### src/verilog/pcd_defines.vh
// Constants for the PHY coding and cable diagnostic block.
// Assumes inclusion by pcd_top.v and by the dv checker and bench; definitions only.
`ifndef PCD_DEFINES_VH
`define PCD_DEFINES_VH
// Register byte addresses
`define PCD_ADDR_BUSCTL 8'h20
`define PCD_ADDR_IRQ_STAT 8'he0
`define PCD_ADDR_IRQ_MASK 8'he4
`define PCD_ADDR_PORTCTL 8'hec
`define PCD_ADDR_DIAG 8'hf4
// Diagnostic register fields
`define PCD_DIAG_EN 12
`define PCD_DIAG_RES_HI 14
`define PCD_DIAG_RES_LO 13
`define PCD_DIAG_DIST_HI 8
// Port control fields
`define PCD_PC_MANUAL 10
`define PCD_PC_MDIX 9
`define PCD_PC_STD_ALG 8
// Result codes
`define PCD_RES_NORMAL 2'h0
`define PCD_RES_OPEN 2'h1
`define PCD_RES_SHORT 2'h2
`define PCD_RES_FAIL 2'h3
// Interrupt status bits
`define PCD_IRQ_DIAG 0
`define PCD_IRQ_RXERR 1
`define PCD_IRQ_SPEED 2
// Reset values
`define PCD_BUSCTL_RST 2'h0
`define PCD_PORTCTL_RST 3'h0
// Clock select codes: 125, 62.5, 41.66, 25 MHz
`define PCD_CLK_125 2'h0
`define PCD_CLK_25 2'h3
// Line symbols
`define PCD_SYM_IDLE 5'h1f
`define PCD_SYM_J 5'h18
`define PCD_SYM_K 5'h11
`define PCD_SYM_T 5'h0d
`define PCD_SYM_R 5'h07
`define PCD_JK 10'h311
// Scrambler
`define PCD_LFSR_W 11
`define PCD_LFSR_SEED 11'h7ff
// Timing (ns) and derived cycles at 10 ns
`define PCD_CLK_NS 10
`define PCD_QUIET_NS 2000
`define PCD_QUIET_CYC (`PCD_QUIET_NS / `PCD_CLK_NS)
`define PCD_XOVER_NS 640
`define PCD_XOVER_CYC (`PCD_XOVER_NS / `PCD_CLK_NS)
`define PCD_DIST_MAX 9'h1ff
`endif

### src/verilog/pcd_top.v
// PHY coding path, clock select, crossover, parallel detect and cable test.
// Assumes APB master on CLOCK; line pins are bit-rate samples on CLOCK.
//
// Summary of operation
// MII transmit nibbles are serialised one line bit per clock.
// Transmit path codes 4B/5B, then scrambles, then converts NRZ to NRZI.
// Scrambler is an 11-bit LFSR repeating every 2047 bits.
// Receiver descrambles with the same LFSR sequence as the transmitter.
// Receive converts NRZI to NRZ, descrambles, decodes 4B/5B, outputs nibbles.
// Bus control register chooses 125, 62.5, 41.66 or 25 MHz system clock.
// 10M receive splits Manchester into clock and data; clock runs in idle.
// Two crossover algorithms; the vendor one is selected after reset.
// Port control bit 10 disables auto crossover; host picks the pair.
// Without partner negotiation, speed follows detected receive signal type.
// Writing bit 12 starts cable test; hardware clears it when finished.
// Result bits 14:13 give normal, open, short or failed test.
// If the partner cannot be silenced, skip measurement and report 11.
// Distance is a 9-bit count in bits 8:0, about 0.4 m each.
// Host disables auto crossover before starting a cable test.
// Special control and cable test register sits at offset 0xF4.
// Host trusts result and distance only after bit 12 reads zero.
`timescale 1ns/1ps
`include "pcd_defines.vh"
module pcd_top (
  // Clock and reset
  input wire CLOCK,
  input wire RST_N,
  // APB slave
  input wire PSEL,
  input wire PENABLE,
  input wire PWRITE,
  input wire [7:0] PADDR,
  input wire [31:0] PWDATA,
  output reg [31:0] PRDATA,
  output reg PREADY,
  output reg PSLVERR,
  output reg IRQ,
  // MII transmit side
  input wire TX_EN,
  input wire [3:0] TXD,
  output reg TX_NIB_TAKEN,
  output reg TX_NRZI,
  // 100M receive line and MII receive side
  input wire RX_NRZI,
  input wire RX_SIG_DET,
  output reg [3:0] RXD,
  output reg RX_NIB_VALID,
  output reg RX_DV,
  // 10M receive
  input wire RX_MAN,
  input wire RX10_SQUELCH_OK,
  output reg RX10_CLK,
  output reg RX10_DATA,
  output reg RX10_DV,
  // Clock synthesiser select
  output reg [1:0] SYS_CLK_SEL,
  // Crossover and negotiation
  input wire LINK_UP,
  input wire AN_EN,
  input wire LP_AN_SEEN,
  input wire FAST_SIG_SEEN,
  output reg MDIX,
  output reg STD_XOVER,
  output reg AN_ADV_TX,
  output reg SPEED_100,
  // Cable test front end
  input wire PARTNER_QUIET,
  input wire ECHO_OPEN,
  input wire ECHO_SHORT,
  output reg TDR_PULSE
);
  localparam ST_IDLE = 3'h0;
  localparam ST_J = 3'h1;
  localparam ST_K = 3'h2;
  localparam ST_DATA = 3'h3;
  localparam ST_T = 3'h4;
  localparam ST_R = 3'h5;
  localparam DG_IDLE = 2'h0;
  localparam DG_QUIET = 2'h1;
  localparam DG_MEAS = 2'h2;

  function [4:0] enc4b5b;
    input [3:0] n;
    begin
      case (n)
        4'h0: enc4b5b = 5'h1e;
        4'h1: enc4b5b = 5'h09;
        4'h2: enc4b5b = 5'h14;
        4'h3: enc4b5b = 5'h15;
        4'h4: enc4b5b = 5'h0a;
        4'h5: enc4b5b = 5'h0b;
        4'h6: enc4b5b = 5'h0e;
        4'h7: enc4b5b = 5'h0f;
        4'h8: enc4b5b = 5'h12;
        4'h9: enc4b5b = 5'h13;
        4'ha: enc4b5b = 5'h16;
        4'hb: enc4b5b = 5'h17;
        4'hc: enc4b5b = 5'h1a;
        4'hd: enc4b5b = 5'h1b;
        4'he: enc4b5b = 5'h1c;
        default: enc4b5b = 5'h1d;
      endcase
    end
  endfunction

  // Bit 4 flags an invalid code group
  function [4:0] dec5b4b;
    input [4:0] s;
    integer i;
    begin
      dec5b4b = 5'h10;
      for (i = 0; i < 16; i = i + 1) begin
        if (enc4b5b(i[3:0]) == s)
          dec5b4b = {1'b0, i[3:0]};
      end
    end
  endfunction

  // x^11 + x^9 + 1 advance, shared by both directions
  function [10:0] lfsr_step;
    input [10:0] l;
    begin
      lfsr_step = {l[9:0], l[10] ^ l[8]};
    end
  endfunction

  // Register bus
  reg [1:0] busctl_reg;
  reg [2:0] portctl_reg;
  reg [2:0] irq_stat_reg;
  reg [2:0] irq_mask_reg;
  reg diag_en_reg;
  reg [1:0] diag_res_reg;
  reg [8:0] diag_dist_reg;
  wire wr = PSEL & PENABLE & PREADY & PWRITE;
  wire rd_setup = PSEL & ~PENABLE;
  reg [31:0] rdata_next;
  reg hit_next;

  always @* begin
    rdata_next = 32'h0;
    hit_next = 1'b1;
    case (PADDR)
      `PCD_ADDR_BUSCTL: rdata_next[1:0] = busctl_reg;
      `PCD_ADDR_IRQ_STAT: rdata_next[2:0] = irq_stat_reg;
      `PCD_ADDR_IRQ_MASK: rdata_next[2:0] = irq_mask_reg;
      `PCD_ADDR_PORTCTL: rdata_next[10:8] = portctl_reg;
      `PCD_ADDR_DIAG:
        rdata_next[15:0] = {1'b0, diag_res_reg, diag_en_reg, 3'h0,
          diag_dist_reg};
      default: hit_next = 1'b0;
    endcase
  end

  // One wait-free access phase: ready rises the cycle after setup
  always @(posedge CLOCK or negedge RST_N) begin
    if (!RST_N) begin
      PREADY <= 1'b0;
      PRDATA <= 32'h0;
      PSLVERR <= 1'b0;
    end else begin
      PREADY <= rd_setup;
      if (rd_setup) begin
        PRDATA <= rdata_next;
        PSLVERR <= ~hit_next;
      end
    end
  end

  // Transmit path
  reg [2:0] tx_st_reg;
  reg [4:0] tx_sym_reg;
  reg [2:0] tx_bit_reg;
  reg [10:0] tx_lfsr_reg;
  wire tx_sym_end = (tx_bit_reg == 3'h4);
  reg [2:0] tx_st_next;
  reg [4:0] tx_sym_next;

  always @* begin
    tx_st_next = tx_st_reg;
    tx_sym_next = `PCD_SYM_IDLE;
    case (tx_st_reg)
      ST_IDLE: if (TX_EN) begin
        tx_st_next = ST_J;
        tx_sym_next = `PCD_SYM_J;
      end
      ST_J: begin
        tx_st_next = ST_K;
        tx_sym_next = `PCD_SYM_K;
      end
      ST_K, ST_DATA: if (TX_EN) begin
        tx_st_next = ST_DATA;
        tx_sym_next = enc4b5b(TXD);
      end else begin
        tx_st_next = ST_T;
        tx_sym_next = `PCD_SYM_T;
      end
      ST_T: begin
        tx_st_next = ST_R;
        tx_sym_next = `PCD_SYM_R;
      end
      ST_R: tx_st_next = ST_IDLE;
      default: tx_st_next = ST_IDLE;
    endcase
  end

  // Line bit rate stands for 125 MHz; one code bit per clock
  always @(posedge CLOCK or negedge RST_N) begin
    if (!RST_N) begin
      tx_st_reg <= ST_IDLE;
      tx_sym_reg <= `PCD_SYM_IDLE;
      tx_bit_reg <= 3'h0;
      tx_lfsr_reg <= `PCD_LFSR_SEED;
      TX_NRZI <= 1'b0;
      TX_NIB_TAKEN <= 1'b0;
    end else begin
      tx_lfsr_reg <= lfsr_step(tx_lfsr_reg);
      tx_bit_reg <= tx_sym_end ? 3'h0 : tx_bit_reg + 3'h1;
      TX_NIB_TAKEN <= tx_sym_end & TX_EN &
        (tx_st_reg == ST_K || tx_st_reg == ST_DATA);
      if (tx_sym_end) begin
        tx_st_reg <= tx_st_next;
        tx_sym_reg <= tx_sym_next;
      end else begin
        tx_sym_reg <= {tx_sym_reg[3:0], 1'b0};
      end
      if (tx_sym_reg[4] ^ tx_lfsr_reg[10])
        TX_NRZI <= ~TX_NRZI;
    end
  end

  // 100M receive path
  reg rx_prev_reg;
  reg [10:0] rx_lfsr_reg;
  reg [3:0] rx_lock_cnt_reg;
  reg [9:0] rx_sh_reg;
  reg [2:0] rx_bit_reg;
  reg rx_aligned_reg;
  wire rx_nrz = RX_NRZI ^ rx_prev_reg;
  wire rx_locked = (rx_lock_cnt_reg == 4'hb);
  // Key for this bit is the next sequence bit, not the oldest one held
  wire [10:0] rx_lfsr_adv = lfsr_step(rx_lfsr_reg);
  wire rx_plain = rx_nrz ^ rx_lfsr_adv[0];
  wire [9:0] rx_sh_next = {rx_sh_reg[8:0], rx_plain};
  wire [4:0] rx_dec = dec5b4b(rx_sh_next[4:0]);
  wire rx_sym_end = (rx_bit_reg == 3'h4);
  wire rx_err_ev = rx_aligned_reg & rx_sym_end & rx_dec[4] &
    (rx_sh_next[4:0] != `PCD_SYM_T);

  always @(posedge CLOCK or negedge RST_N) begin
    if (!RST_N) begin
      rx_prev_reg <= 1'b0;
      rx_lfsr_reg <= 11'h0;
      rx_lock_cnt_reg <= 4'h0;
      rx_sh_reg <= 10'h0;
      rx_bit_reg <= 3'h0;
      rx_aligned_reg <= 1'b0;
      RXD <= 4'h0;
      RX_NIB_VALID <= 1'b0;
      RX_DV <= 1'b0;
    end else begin
      rx_prev_reg <= RX_NRZI;
      RX_NIB_VALID <= 1'b0;
      // Idle is all ones, so the key seeds from the inverted stream
      if (!RX_SIG_DET) begin
        rx_lock_cnt_reg <= 4'h0;
        rx_aligned_reg <= 1'b0;
        RX_DV <= 1'b0;
      end else if (!rx_locked) begin
        rx_lfsr_reg <= {rx_lfsr_reg[9:0], ~rx_nrz};
        rx_lock_cnt_reg <= rx_lock_cnt_reg + 4'h1;
      end else begin
        rx_lfsr_reg <= rx_lfsr_adv;
        rx_sh_reg <= rx_sh_next;
        rx_bit_reg <= rx_sym_end ? 3'h0 : rx_bit_reg + 3'h1;
        if (!rx_aligned_reg && rx_sh_next == `PCD_JK) begin
          rx_aligned_reg <= 1'b1;
          rx_bit_reg <= 3'h0;
          RX_DV <= 1'b1;
        end else if (rx_aligned_reg && rx_sym_end) begin
          if (rx_dec[4]) begin
            rx_aligned_reg <= 1'b0;
            RX_DV <= 1'b0;
          end else begin
            RXD <= rx_dec[3:0];
            RX_NIB_VALID <= 1'b1;
          end
        end
      end
    end
  end

  // 10M Manchester receive, two samples per bit
  reg man_prev_reg;
  reg man_phase_reg;

  always @(posedge CLOCK or negedge RST_N) begin
    if (!RST_N) begin
      man_prev_reg <= 1'b0;
      man_phase_reg <= 1'b0;
      RX10_CLK <= 1'b0;
      RX10_DATA <= 1'b0;
      RX10_DV <= 1'b0;
    end else begin
      man_prev_reg <= RX_MAN;
      // Free-running so the clock stays alive between frames
      RX10_CLK <= man_phase_reg;
      RX10_DV <= RX10_SQUELCH_OK;
      if (RX10_SQUELCH_OK && RX_MAN != man_prev_reg) begin
        man_phase_reg <= 1'b0;
        RX10_DATA <= RX_MAN;
      end else begin
        man_phase_reg <= ~man_phase_reg;
      end
    end
  end

  // Crossover, parallel detect, clock select
  reg [5:0] xo_cnt_reg;
  wire manual = portctl_reg[2];

  always @(posedge CLOCK or negedge RST_N) begin
    if (!RST_N) begin
      xo_cnt_reg <= 6'h0;
      MDIX <= 1'b0;
      STD_XOVER <= 1'b0;
      AN_ADV_TX <= 1'b0;
      SPEED_100 <= 1'b0;
      SYS_CLK_SEL <= `PCD_CLK_125;
    end else begin
      SYS_CLK_SEL <= busctl_reg;
      STD_XOVER <= portctl_reg[0];
      AN_ADV_TX <= AN_EN;
      if (AN_EN && !LP_AN_SEEN && RX_SIG_DET | RX10_SQUELCH_OK)
        SPEED_100 <= FAST_SIG_SEEN;
      if (manual) begin
        MDIX <= portctl_reg[1];
      end else if (!LINK_UP) begin
        xo_cnt_reg <= xo_cnt_reg + 6'h1;
        // Vendor flavour toggles pseudo-randomly to break lockstep
        if (xo_cnt_reg == `PCD_XOVER_CYC - 1)
          MDIX <= portctl_reg[0] ? ~MDIX : tx_lfsr_reg[0];
      end
    end
  end

  // Cable test
  reg [1:0] dg_st_reg;
  reg [7:0] dg_cnt_reg;
  reg dg_done_ev;

  always @(posedge CLOCK or negedge RST_N) begin
    if (!RST_N) begin
      dg_st_reg <= DG_IDLE;
      dg_cnt_reg <= 8'h0;
      dg_done_ev <= 1'b0;
      diag_en_reg <= 1'b0;
      diag_res_reg <= `PCD_RES_NORMAL;
      diag_dist_reg <= 9'h0;
      TDR_PULSE <= 1'b0;
    end else begin
      dg_done_ev <= 1'b0;
      TDR_PULSE <= 1'b0;
      case (dg_st_reg)
        DG_IDLE: if (wr && PADDR == `PCD_ADDR_DIAG &&
            PWDATA[`PCD_DIAG_EN]) begin
          diag_en_reg <= 1'b1;
          dg_cnt_reg <= 8'h0;
          dg_st_reg <= DG_QUIET;
        end
        DG_QUIET: if (PARTNER_QUIET) begin
          TDR_PULSE <= 1'b1;
          diag_dist_reg <= 9'h0;
          dg_st_reg <= DG_MEAS;
        end else if (dg_cnt_reg == `PCD_QUIET_CYC - 1) begin
          diag_res_reg <= `PCD_RES_FAIL;
          diag_en_reg <= 1'b0;
          dg_done_ev <= 1'b1;
          dg_st_reg <= DG_IDLE;
        end else begin
          dg_cnt_reg <= dg_cnt_reg + 8'h1;
        end
        DG_MEAS: begin
          // One count per clock; the 0.4 m scale is the analogue's job
          if (ECHO_OPEN | ECHO_SHORT |
              (diag_dist_reg == `PCD_DIST_MAX)) begin
            diag_res_reg <= ECHO_SHORT ? `PCD_RES_SHORT :
              ECHO_OPEN ? `PCD_RES_OPEN : `PCD_RES_NORMAL;
            diag_en_reg <= 1'b0;
            dg_done_ev <= 1'b1;
            dg_st_reg <= DG_IDLE;
          end else begin
            diag_dist_reg <= diag_dist_reg + 9'h1;
          end
        end
        default: dg_st_reg <= DG_IDLE;
      endcase
    end
  end

  // Software registers and interrupts; a new event beats a clear
  reg speed_q;
  wire [2:0] ev = {SPEED_100 ^ speed_q, rx_err_ev, dg_done_ev};
  wire [2:0] stat_next = (irq_stat_reg &
    ~((wr && PADDR == `PCD_ADDR_IRQ_STAT) ? PWDATA[2:0] : 3'h0)) | ev;

  always @(posedge CLOCK or negedge RST_N) begin
    if (!RST_N) begin
      busctl_reg <= `PCD_BUSCTL_RST;
      portctl_reg <= `PCD_PORTCTL_RST;
      irq_mask_reg <= 3'h0;
      irq_stat_reg <= 3'h0;
      speed_q <= 1'b0;
      IRQ <= 1'b0;
    end else begin
      speed_q <= SPEED_100;
      irq_stat_reg <= stat_next;
      IRQ <= |(stat_next & irq_mask_reg);
      if (wr) begin
        case (PADDR)
          `PCD_ADDR_BUSCTL: busctl_reg <= PWDATA[1:0];
          `PCD_ADDR_IRQ_MASK: irq_mask_reg <= PWDATA[2:0];
          `PCD_ADDR_PORTCTL: portctl_reg <= PWDATA[10:8];
          default: busctl_reg <= busctl_reg;
        endcase
      end
    end
  end
endmodule

### config.mk
export PLATFORM = sky130hd
export DESIGN_NAME = pcd_top
export DESIGN_NICKNAME = d
export VERILOG_FILES = /design/src/verilog/pcd_top.v
export VERILOG_INCLUDE_DIRS = /design/src /design/src/verilog
export SDC_FILE = /design/constraint.sdc
export NUM_CORES = 1
export LEC_CHECK = 0
export ABC_CLOCK_PERIOD_IN_PS = 2400
export BUFFER_PORTS_ARGS = -buffer_cell sky130_fd_sc_hd__buf_2
export CORE_MARGIN = 10
export CORE_UTILIZATION = 30
export DETAILED_ROUTE_END_ITERATION = 16
export HOLD_SLACK_MARGIN = 0.03
export PLACE_DENSITY = 0.53
export SYNTH_ARGS = -nofsm -noshare
export SYNTH_HDL_FRONTEND = slang
export SYNTH_SLANG_ARGS = --single-unit
### constraint.sdc
create_clock -name CLOCK -period 2.4 [get_ports CLOCK]
set_clock_uncertainty 0.05 [all_clocks]
set_input_delay 0.12 -clock CLOCK [delete_from_list [all_inputs] [get_ports CLOCK]]
set_output_delay 0.12 -clock CLOCK [all_outputs]
set_load 0.005 [all_outputs]
======== Yosys cells after proc, flatten, opt, wreduce, memory -nomap -nowiden ========
Memories as Yosys holds them, arrays and structs flattened.
Index checks and enable logic that the tools add are counted.
word-level totals
  register bits after elaboration ......... 130
  bits in read-only memories .............. 80
  bits of input ports ..................... 61
  output and inout port bits .............. 53
  logic and storage cells ................. 244
  memories ................................ 1
operators by class
  $add $sub $neg .......................... 6
  equality and inequality tests ........... 50
  muxes and demuxes ....................... 80
  bitwise gates (word level) .............. 32
  reduce and logical (&&, ||, !) cells .... 34
memory list
  memory           words  width  rd ports  clocked after Yosys merged registers in  write ports  line          RTL
  (no name shown)  16     5      1         0                                        0            pcd_top.v:85  case (n)
operators by type and width
  kind                                                             count
  5-bit two-way mux                                                19
  5-bit == test (first input constant)                             11
  8-bit == test (second input constant)                            5
  1-bit two-way mux                                                27
  4-bit by 5-bit == test with 1-bit output (first input constant)  5
  8-bit two-way mux                                                3
  3-bit two-way mux                                                7
  5-bit one-hot mux with 4 select lines                            1
  9-bit two-way mux                                                2
  2-bit inequality test (second input constant)                    9
  9-bit one-hot mux with 2 select lines                            1
  2-bit two-way mux                                                8
  8-bit one-hot mux with 2 select lines                            1
  2-bit AND reduction                                              7
  4-bit two-way mux                                                3
  3-bit one-hot mux with 4 select lines                            1
  10-bit == test (second input constant)                           1
  1-bit NOT                                                        10
  5-bit AND reduction                                              2
  9-bit by 1-bit adder with 9-bit output (second input constant)   1
  1-bit bitwise AND                                                9
  3-bit == test (second input constant)                            3
  9-bit == test (second input constant)                            1
  3-bit AND reduction                                              3
  38 further kinds                                                 62

======== Longest topological paths before layout ========
  depth in word-level cells ............... 24
  mapped depth ............................ 9
  depth with buffers taken out ............ 9

======== Worst setup path after synthesis ========
OpenSTA, ideal clock, no wires.
  path kind ............................... register to register
  start ................................... register rx_lock_cnt_reg[0]
  end ..................................... register RXD[0]
  library setup time ...................... 0.125 ns
  arrival time ............................ 2.012 ns
  data required time ...................... 2.225 ns
  setup slack ............................. 0.213 ns
  cell stages (with the launch flop) ...... 7
  path buffers ............................ 0
  clock period less this slack ............ 2.187 ns
  cell sequence ........................... dfrtp_1 -> ha_1 -> and3b_1 -> nand2_1 -> or3_1 -> a211oi_2 -> mux2_2
on the way
  longest elaborated chain between the ends .. 2
ends and longest elaborated chain
  what                                  line           RTL
  start, declared                       pcd_top.v:235  reg [3:0] rx_lock_cnt_reg;
  start signal, assigned                pcd_top.v:271  rx_lock_cnt_reg <= rx_lock_cnt_reg + 4'h1;
  4-bit == test                         pcd_top.v:240  wire rx_locked = (rx_lock_cnt_reg == 4'hb);
  5-bit AND reduction (no source line)  --
  end signal, assigned                  pcd_top.v:285  RXD <= rx_dec[3:0];
  end, declared                         pcd_top.v:46   output reg [3:0] RXD,
Every way passes these cells.
A chain may end at the register's enable or synchronous reset.

======== Final worst setup path ========
  start ................................... register rx_sh_reg[3]
  end ..................................... register rx_bit_reg[2]
on the way
  longest elaborated chain between the ends .. 3
ends and longest elaborated chain
  what                                line           RTL
  start, declared                     pcd_top.v:236  reg [9:0] rx_sh_reg;
  start signal, assigned              pcd_top.v:274  rx_sh_reg <= rx_sh_next;
  10-bit == test (no source line)     --
  1-bit logical AND (no source line)  --
  3-bit two-way mux                   pcd_top.v:276  if (!rx_aligned_reg && rx_sh_next == `PCD_JK) begin
  end signal, assigned                pcd_top.v:275  rx_bit_reg <= rx_sym_end ? 3'h0 : rx_bit_reg + 3'h1;
  end, declared                       pcd_top.v:237  reg [2:0] rx_bit_reg;
Every way passes these cells.

==> flow_summary.json <==
{
  "routed_wl_um": 13100,
  "placed_cell_area_um2": 6550,
  "hold_slack_ns": 0.0664,
  "place.gp.congestion": 0.807,
  "netlist_area_um2": 5870,
  "fin_crit_sh_pct": 91.0,
  "fin_nets": 710,
  "instances_no_fill": 915,
  "setup.worst_path.class": "register to register",
  "track_usage_pct": 10.5,
  "routedWlPerCell_um": 14.3,
  "num_vias": 4287,
  "async_flop_share_pct": 100,
  "drc": 0,
  "synth_compound_area_share_pct": 12.2,
  "cts_tree": "built",
  "grt_first_pass_wirelength_um": 22300,
  "fin_setup_tns_ns": 0,
  "grt_setup_unrepaired": "no",
  "coreArea_um2": 19300,
  "hold_path.class": "input port to register",
  "finalInstanceArea_um2": 7480,
  "synth_top_family_by_area": "simple AND/OR/NAND/NOR gates",
  "synth_top_area_share_pct": 47.7,
  "grt_pass1_vias": 4351,
  "ant_nets": 0,
  "drive_gt1_share_pct": 27.6,
  "clkLatencyLatePin_ns": 0.42,
  "die_x_um": 160,
  "power.total_mw": 7.02,
  "synth_seq_cells": 128,
  "yosys.area_share.simple_pct": 13.5,
  "htreeDepth": 4,
  "grt_antenna_before_repair": 2,
  "power_density_nw_per_um2": 939,
  "synth_top_cell_by_area": "dfrtp_1",
  "synth_cells": 527,
  "slew_viol_final": 0,
  "ys_warn_count": 0,
  "hold_violations": 0,
  "yosys_most_used_dff": "dfrtp_1",
  "syn2layout_area_growth_pct": 27.5,
  "synth_edf_count": 0,
  "cap_violations": 0,
  "dieArea_um2": 25600,
  "dieHeight_um": 160,
  "largest_reg_flops": 14,
  "avgSynthCellArea_um2": 11.1,
  "drt_pass1_iterations": 4,
  "cp.arrival_ns": 2.44,
  "dpl.hpwl_um": 9420,
  "ir_drop_mv": 0.427,
  "synth.top_cells.by_area": "dfrtp_1 48%, dfstp_2 7.2%, mux2_2 6.3%, ha_1 2.8%, o21ai_0 2.6%",
  "setup_violations": 0,
  "setup_slack_ns": 0.217,
  "cts_sinks": 128,
  "synth_fa_ha_area_share_pct": 2.77,
  "fp-row-count": 51,
  "p_leak_nw": 3.41,
  "initialDrtViolationCount": 216,
  "status": "completed",
  "clockBufferDepth": 2,
  "synth_xor_area_share_pct": 3.88,
  "final_util_pct": 38.7,
  "fmax_ghz": 0.458,
  "dp_cells": 861,
  "cts_buffers": 17,
  "pre_cts_ws_ns": 0.110,
  "critPathRequiredTime_ns": 2.66,
  "start_util_pct": 30.4,
  "grt_remaining_overflow": 0,
  "cts-root-buf": "clkbuf_16",
  "worst_pin_slew_ns": 0.699,
  "end_kind": "register",
  "slew_headroom_pct": 53.4,
  "path_clk_slew_ns": 0.06,
  "grt_max_degree": 56,
  "vias_per_cell": 4.69,
  "synthMuxAreaShare_pct": 7.86,
  "critPathLaunchType": "register",
  "io_pins": 114,
  "io_buffers": 70,
  "min_period_ns": 2.18,
  "path_max_fanout": 13,
  "synth.distinct_cells": 59,
  "synth-seq-area-share_pct": 54.9
}
-- worst max-delay path, cell delays in order (launching register included) --
cell	delay, ns
dfrtp_1	0.59
or4b_2	0.65
nor3_1	0.38
o311ai_0	0.19
a21o_1	0.20
-- metal layers --
| metal | up-vias | GRT usage, % | wire length, um |
|---|---|---|---|
| li1 | 2066 | - | - |
| met1 | 2114 | 13.0 | 5960 |
| met2 | 86 | 16.7 | 6220 |
| met3 | 21 | 3.01 | 590 |
| met4 | 0 | 4.97 | 285 |
| met5 | - | 0 | 0 |
-- cells in the mapped netlist (all sizes together), types with 4 or more instances --
library cell and instances:
buf 20, nor3 17, clkbuf 13, nor3b 4
xor2 10, inv 23, a211oi 5, xnor2 16
nor2 40, o21ai 32, nand2 41, ha 13
mux2 33, o31ai 4, or3 5, a21o 4
nor4 5, and2 5, mux2i 9, dfrtp 112
dfstp 16, a22o 13, nand4 9, nand3 12
a21oi 13, o41ai 4, and3 4
-- placed cells by master, fill, tap and decap left out, types with 18 or more instances in the layout --
master	n
dfrtp_1	112
buf_2	69
nand2_1	41
nor2_1	40
mux2_2	33
o21ai_0	31
inv_1	23
dlygate4sd3_1	19
conb_1	18
-- cell type report --
cell class                      instances  area, um2
Fill cell                            1884      11900
Sequential cell                       128       3220
Multi-Input combinational cell        360       2440
Timing Repair Buffer                  106        683
Clock buffer                           23        488
Tap cell                              265        332
Clock inverter                          9        225
Inverter                               23       86.3
Antenna cell                            1       2.50
-- cell families after synthesis --
kind of cell    after synthesis
compound gates              102
xor+xnor                     26
fa+ha+maj                    13
buf+inv                      56
flops                       128
mux                          42
other cells                   1
simple gates                159
-- what timing repair did --
action | in CTS | in global routing
setup buffers | 0 | 2
endpoints found under the setup margin | 0 | 5
hold endpoints to repair | 59 | 0
hold buffers | 19 | 0
gates resized for setup | 0 | 2
-- worst paths after layout --
check,endpoint,cells after the start,startpoint,slack [ns]
max reg2reg,rx_bit_reg[2],4,rx_sh_reg[3],0.22
max in group asynchronous,rx_sh_reg[1],3,RST_N,1.32
min in group asynchronous,STD_XOVER,2,RST_N,0.17
min,PRDATA[9],3,PADDR[3],0.07
min reg2reg,tx_lfsr_reg[4],0,tx_lfsr_reg[3],0.30
max,rx_bit_reg[2],4,rx_sh_reg[3],0.22
-- where the power goes --
part / leakage (nW) / switching [mW] / internal, mW
registers: 1.60 / 0.228 / 2.44
logic: 1.47 / 0.682 / 0.597
clock network: 0.340 / 0.917 / 2.16
total: 3.41 / 1.83 / 5.20
No activity file was read; power rests on OpenSTA's default activity.
